<file path="src/loader_cmd_pkg.sv">
// constants for the loader command handler
package loader_cmd_pkg;
   localparam logic [7:0] cmd_whole_erase = 8'h01;
   localparam logic [7:0] cmd_property_write = 8'h0c;
   // region erase code not fixed by the command set, chosen here
   localparam logic [7:0] cmd_region_erase = 8'h02;
   localparam logic [31:0] tag_write_verify = 32'h0000000a;
   localparam logic [31:0] status_ok = 32'h00000000;
   localparam logic [31:0] status_bad_argument = 32'h00000004;
   localparam logic [31:0] status_misaligned = 32'h00000065;
   localparam logic [31:0] status_out_of_range = 32'h00000066;
   localparam logic [31:0] status_access_fault = 32'h00000067;
   localparam logic [31:0] status_protect_violation = 32'h00000068;
   localparam logic [31:0] status_op_failed = 32'h00000069;
   localparam logic [31:0] status_not_writable = 32'h00002712;
   localparam logic [31:0] status_bad_tag = 32'h0000271c;
   localparam logic [31:0] status_range_protected = 32'h000027d8;
   localparam logic [11:0] mem_internal = 12'h000;
   localparam logic [11:0] mem_exec_only = 12'h010;
   localparam logic [11:0] mem_quad_nor = 12'h001;
   localparam logic [11:0] mem_par_nor = 12'h008;
   localparam logic [11:0] mem_octal_nor = 12'h009;
   localparam logic [11:0] mem_raw_nand = 12'h100;
   localparam logic [11:0] mem_serial_nand = 12'h101;
   localparam logic [11:0] mem_spi_nor = 12'h110;
   localparam logic [11:0] mem_sd_card = 12'h120;
   localparam logic [11:0] mem_emmc = 12'h121;
   localparam logic [31:0] flash_size_default = 32'h00080000;
   localparam logic write_verify_reset = 1'b0;
   localparam logic [3:0] pin_sync_stages = 4'h3;
endpackage

</file>
<file path="src/cmd_checker.sv">
// region erase parameter checks in fixed order
`timescale 1ns/10ps
`default_nettype none
module cmd_checker
   import loader_cmd_pkg::*;
(
   // request
   input wire logic [31:0] start_addr,
   input wire logic [31:0] byte_count,
   input wire logic [31:0] flash_size,
   input wire logic range_protected,
   // verdict
   output logic [31:0] verdict
);
   logic [32:0] end_addr;
   always_comb
   begin
      end_addr = {1'b0, start_addr} + {1'b0, byte_count};
      if ((start_addr[1:0] != 2'b00) || (byte_count[1:0] != 2'b00))
         verdict = status_misaligned;
      else if (end_addr > {1'b0, flash_size})
         verdict = status_out_of_range;
      else if (range_protected)
         verdict = status_range_protected;
      else
         verdict = status_ok;
   end
endmodule
`default_nettype wire

</file>
<file path="src/loader_cmds.sv">
// property write, whole erase and region erase command handler
`timescale 1ns/10ps
`default_nettype none
// Operation
// - Property write is code 0x0c with tag in word 0 and value in word 1.
// - A read-only property stays unchanged and returns the not-writable status.
// - Property write has no data phase and replies ok, not-writable or bad argument.
// - Tag 10 is writable and value 1 turns on write verification.
// - Whole erase is code 0x01 and erases the selected memory entirely.
// - Whole erase is refused with an error when any region is protected.
// - Whole erase releases security; the stored field returns it after reset.
// - Whole erase without a memory id uses the internal flash.
// - Memory ids follow the fixed encoding table.
// - Whole erase has no data phase and replies with ok or an error.
// - Region erase carries start, count and memory id and has no data phase.
// - A misaligned start or count returns the misaligned status.
// - A region outside flash returns the out-of-range status.
// - A partly protected region returns the range-protected status.
// - Region erase may also report access fault, protection violation or failure.
module loader_cmds
   import loader_cmd_pkg::*;
#(
   parameter logic [31:0] flash_size = flash_size_default
)
(
   // clock and reset
   input wire logic core_clk,
   input wire logic rst_b,
   input wire logic clk_en,
   // command packet
   input wire logic cmd_valid,
   input wire logic [7:0] command_code,
   input wire logic [7:0] param_count,
   input wire logic [31:0] param0,
   input wire logic [31:0] param1,
   input wire logic [31:0] param2,
   output logic cmd_ready,
   // common reply packet
   output logic reply_valid,
   output logic [31:0] reply_status,
   output logic [7:0] reply_code,
   // property store
   output logic write_verify_enable,
   // flash controller
   input wire logic any_protected,
   input wire logic range_protected,
   input wire logic flash_busy,
   input wire logic flash_access_err,
   input wire logic flash_protect_err,
   input wire logic flash_fail_err,
   output logic erase_all_req,
   output logic erase_range_req,
   output logic [31:0] erase_start,
   output logic [31:0] erase_count,
   output logic [11:0] erase_mem,
   output logic security_release
);
   typedef enum logic [1:0] {st_idle = 2'b00, st_start = 2'b01, st_wait = 2'b10,
      st_reply = 2'b11} state_e;
   state_e state, next_state;
   logic [31:0] region_verdict;
   logic [31:0] status, next_status;
   logic [7:0] code, next_code;
   logic wv, next_wv;
   logic all_req, next_all_req, rng_req, next_rng_req, sec, next_sec;
   logic [31:0] e_start, next_e_start, e_count, next_e_count;
   logic [11:0] e_mem, next_e_mem;
   logic [1:0] sync_busy;

   function automatic logic mem_known(input logic [31:0] id);
      case (id[11:0])
         mem_internal, mem_exec_only, mem_quad_nor, mem_par_nor, mem_octal_nor,
         mem_raw_nand, mem_serial_nand, mem_spi_nor, mem_sd_card, mem_emmc:
            mem_known = (id[31:12] == 20'h00000);
         default:
            mem_known = 1'b0;
      endcase
   endfunction

   cmd_checker u_chk
   (
      .start_addr(param0),
      .byte_count(param1),
      .flash_size(flash_size),
      .range_protected(range_protected),
      .verdict(region_verdict)
   );

   always_comb
   begin
      next_state = state;
      next_status = status;
      next_code = code;
      next_wv = wv;
      next_all_req = 1'b0;
      next_rng_req = 1'b0;
      next_sec = 1'b0;
      next_e_start = e_start;
      next_e_count = e_count;
      next_e_mem = e_mem;
      case (state)
         st_idle:
            if (cmd_valid)
            begin
               next_code = command_code;
               next_state = st_reply;
               case (command_code)
                  cmd_property_write:
                     if (param0 != tag_write_verify)
                        next_status = status_not_writable;
                     else if (param1[31:1] != 31'h00000000)
                        next_status = status_bad_argument;
                     else
                     begin
                        next_wv = param1[0];
                        next_status = status_ok;
                     end
                  cmd_whole_erase:
                  begin
                     next_e_mem = (param_count == 8'h00) ? mem_internal : param0[11:0];
                     if (param_count != 8'h00 && !mem_known(param0))
                        next_status = status_bad_argument;
                     else if (any_protected)
                        next_status = status_protect_violation;
                     else
                     begin
                        next_all_req = 1'b1;
                        next_state = st_start;
                     end
                  end
                  cmd_region_erase:
                  begin
                     next_e_start = param0;
                     next_e_count = param1;
                     next_e_mem = (param_count > 8'h02) ? param2[11:0] : mem_internal;
                     if (region_verdict != status_ok)
                        next_status = region_verdict;
                     else if (param_count > 8'h02 && !mem_known(param2))
                        next_status = status_bad_argument;
                     else
                     begin
                        next_rng_req = 1'b1;
                        next_state = st_start;
                     end
                  end
                  default:
                     next_status = status_bad_tag;
               endcase
            end
         st_start:
            // busy reaches us two flops late; wait until it shows, else stale idle ends early
            if (sync_busy[1])
               next_state = st_wait;
         st_wait:
            if (!sync_busy[1])
            begin
               next_state = st_reply;
               if (flash_access_err)
                  next_status = status_access_fault;
               else if (flash_protect_err)
                  next_status = status_protect_violation;
               else if (flash_fail_err)
                  next_status = status_op_failed;
               else
               begin
                  next_status = status_ok;
                  next_sec = (code == cmd_whole_erase);
               end
            end
         st_reply:
            next_state = st_idle;
         default:
            next_state = st_idle;
      endcase
   end

   always_ff @(posedge core_clk or negedge rst_b)
   begin
      if (!rst_b)
      begin
         state <= st_idle;
         status <= status_ok;
         code <= 8'h00;
         wv <= write_verify_reset;
         all_req <= 1'b0;
         rng_req <= 1'b0;
         sec <= 1'b0;
         e_start <= 32'h00000000;
         e_count <= 32'h00000000;
         e_mem <= mem_internal;
         sync_busy <= 2'b00;
      end
      else if (clk_en)
      begin
         state <= next_state;
         status <= next_status;
         code <= next_code;
         wv <= next_wv;
         all_req <= next_all_req;
         rng_req <= next_rng_req;
         sec <= next_sec;
         e_start <= next_e_start;
         e_count <= next_e_count;
         e_mem <= next_e_mem;
         sync_busy <= {sync_busy[0], flash_busy};
      end
   end

   assign cmd_ready = (state == st_idle);
   assign reply_valid = (state == st_reply);
   assign reply_status = status;
   assign reply_code = code;
   assign write_verify_enable = wv;
   assign erase_all_req = all_req;
   assign erase_range_req = rng_req;
   assign erase_start = e_start;
   assign erase_count = e_count;
   assign erase_mem = e_mem;
   assign security_release = sec;
endmodule
`default_nettype wire

</file>
<file path="config.mk">
export PLATFORM = sky130hd
export DESIGN_NAME = loader_cmds
export DESIGN_NICKNAME = d
export VERILOG_FILES = /design/src/loader_cmd_pkg.sv /design/src/cmd_checker.sv /design/src/loader_cmds.sv
export SDC_FILE = /design/constraint.sdc
export NUM_CORES = 1
export LEC_CHECK = 0
export BUFFER_PORTS_ARGS = -buffer_cell sky130_fd_sc_hd__buf_4
export CAP_MARGIN = 15
export CORE_MARGIN = 10
export CORE_UTILIZATION = 55
export DETAILED_ROUTE_END_ITERATION = 16
export PLACE_DENSITY = 0.84
export SYNTH_ARGS = -nofsm -noshare
export SYNTH_HDL_FRONTEND = slang
export SYNTH_HIERARCHICAL = 1
export SYNTH_SLANG_ARGS = --single-unit
export TNS_END_PERCENT = 5
</file>
<file path="constraint.sdc">
create_clock -name core_clk -period 4 [get_ports core_clk]
set_input_delay 0 -clock core_clk [delete_from_list [all_inputs] [get_ports core_clk]]
set_output_delay 0 -clock core_clk [all_outputs]
set_load 0.02 [all_outputs]
</file>
==> qor.yml <==
drv_cap: 0
die_w_um: 145
grt_pass1_vias: 10000
overflow: 0
p_per_area_nw_per_um2: 370
ant_nets: 0
synth.distinct_cells: 73
finalPower_mw: 5.00
die_h_um: 145
fin_skew_ns: 0.0110
path_class: "in -> reg"
hold_path.class: "in -> reg"
netlist_area_um2: 8590
drv_slew: 0
htree_num_levels: 4
drive_gt1_share_pct: 40.4
yosysWarnings: 6
fin_ws_ns: -1.03
top_layer_used: "met5"
status: "finished with violations"
wl_met2_mm: 17.5
io_buffers: 243
core_um2: 15300
fin_util_pct: 88.5
ff_latch_area_um2: 3100
period_share_pct: 126
cp.arrival_ns: 5.34
area_growth_pct: 57.2
setup_viol: 34
rows: 45
violations: "negative setup slack"
syn_inst: 857
max_slew_margin_pct: 39.3
viasPerCell: 5.93
multiInputGateArea_um2: 5250
ios: 244
finalHoldViolations: 0
cts_buffers: 17
clk_latency_ns: 0.43
fmax_mhz: 199
track_usage_pct: 33.3
min_period_ns: 5.03
worst_slew_pin_slew_ns: 0.910
vias: 9415
mostFrequentLayoutCell: "buf_4"
synth_edf_count: 0
async_flop_share_pct: 100
grt_pass1_wl_mm: 56.5
cp.required_ns: 4.31
seq_area_frac_synth_pct: 36.1
wl_met3_mm: 4.00
hpwl_mm: 23.2
routedWlPerCell_um: 23.3
p_leak_nw: 6.79
nNetsFinal: 1554
most-common-layout-cells: "391 x buf_4, 124 x dfrtp_1, 88 x dlygate4sd3_1"
clock_sinks: 124
start_util_pct: 56.3
drc: 0
place_congestion: 0.960
synth_area_per_cell_um2: 10.0
dieArea_um2: 21000
cts_buffer_depth: 2
n_fill_cell: 701
path_clk_slew_ns: 0.06
detail_route.iter0.violations: 953
ir_drop_v: 0.000265
grt_start_max_net_pins: 70
antenna_found_initial: 2
tns_ns: -31.54
synthFlopType: "dfrtp_1"
cts_tree: "built"
synth_seq_cells: 124
rsz0062_at_grt: "true"
cts_root_buf: "clkbuf_16"
wl_met1_mm: 13.4
cp-end-kind: "register"
start_kind: "input port"
cp_max_fo: 6
firstDrtPassIters: 5
drt-total-wl_mm: 36.9
[stage by stage]
step	cell area, um^2	cells	hold WS, ns	setup slack (ns)
CTS	13400	1586	0.00251	-0.937
global route	13500	1587	0.0480	-1.26
finish	13500	1588	0.0570	-1.03
global placement	11700	1457	0.175	-1.32
floorplan	8880	906	-0.296	-0.954
detailed placement	11700	1457	0.178	-1.50
[critical path, cell delays in order]
cell       delay (ns)
buf_8            0.11
ha_4             0.17
buf_6            0.12
a211o_1          0.28
a211o_1          0.37
nand4bb_4        0.13
a311oi_2         0.11
o41a_1           0.50
buf_4            0.17
xor2_1           0.17
ha_2             0.29
and4_1           0.20
a221o_1          0.32
a221oi_2         0.24
o31ai_2          0.11
a311oi_1         0.22
o21a_2           0.22
a21oi_2          0.10
nor4_4           0.27
nand4_1          0.15
nor2_2           0.18
nand3_2          0.12
a21oi_4          0.24
buf_6            0.14
buf_16           0.12
mux2_4           0.29
[power breakdown]
part / switching [mW] / leakage (nW) / internal, mW
logic: 0.953 / 4.82 / 0.978
clock network: 0.713 / 0.288 / 0.892
registers: 0.0953 / 1.68 / 1.37
total: 1.76 / 6.79 / 3.24
[metal layers]
layer	global-route usage [%]	vias to the layer above
li1	-	4072
met1	36.4	4472
met2	56.7	693
met3	10.6	176
met4	17.5	2
met5	0	-
[registers in the layout, indices dropped and copies added, names as in the netlist]
| name | count |
|---|---|
| erase_count | 32 |
| erase_start | 32 |
| reply_status | 32 |
| erase_mem | 12 |
| reply_code | 8 |
| state | 2 |
| sync_busy | 2 |
| erase_all_req | 1 |
| erase_range_req | 1 |
| security_release | 1 |
| write_verify_enable | 1 |
[synthesized netlist by cell type, drive strengths merged (3+ instances only)]
library cell	count	area (um^2)
nor2	39	156
a221o	4	40.0
nor4	34	228
a31oi	10	62.6
nor2b	5	31.3
or3	3	23.8
nand4	14	87.6
o31ai	4	30.0
o21bai	3	22.5
mux2	87	1130
a21o	22	165
a21oi	37	189
buf	41	363
mux2i	21	210
o211ai	3	22.5
nand2	73	274
a21boi	4	30.0
a211oi	8	60.1
conb	3	11.3
dfrtp	124	3100
a311oi	5	43.8
o21a	7	52.6
ha	68	851
nor4b	3	32.5
clkbuf	12	45.0
xor2	7	61.3
nand3b	3	22.5
xnor2	19	166
a22oi	13	97.6
nand2b	3	18.8
nor3	13	70.1
o21ai	34	170
nand3	18	90.1
and3	7	43.8
a211o	5	43.8
inv	72	270
[area by class of cell]
| class | instances | area share [%] |
|---|---|---|
| clock buffer | 17 | 3.15 |
| antenna | 1 | 0.0185 |
| sequential | 124 | 23.0 |
| multi-input combinational | 657 | 38.9 |
| timing repair buffer | 491 | 29.8 |
| clock inverter | 15 | 1.26 |
| inverter | 72 | 2.00 |
| tap | 211 | 1.95 |
[final timing paths]
path	startpoint	to	slack (ns)	depth (start not counted)
worst max-delay path	param1[0]	reply_status[6]	-1.03	26
worst min-delay path	param0[19]	erase_start[19]	0.06	3
worst max register to register	state[0]	erase_start[31]	1.31	6
worst min register to register	erase_start[24]	erase_start[24]	0.49	1
max in group asynchronous	rst_b	erase_mem[8]	2.73	3
min in group asynchronous	rst_b	erase_count[27]	0.29	2
[timing repair]
item                                   4_1_cts  5_1_grt
cloned                                       2        0
setup endpoints to repair                   34       34
endpoints found under the hold margin      156        0
gates resized for setup                     26       15
pin swaps                                   23       14
hold buffers                                88        0
setup buffers                                7        1
[cell families (layout without fill, tap and decap cells)]
family | after synthesis | count (layout) | share of synthesized area [%]
other cells | 3 | 53 | 0.131
xor+xnor | 26 | 26 | 2.65
simple gates | 226 | 226 | 13.7
fa+ha+maj | 69 | 69 | 10.1
compound gates | 176 | 176 | 13.8
mux | 108 | 108 | 15.6
buf+inv | 125 | 595 | 7.90
flops | 124 | 124 | 36.1
Power figures use the tool's default switching activity.
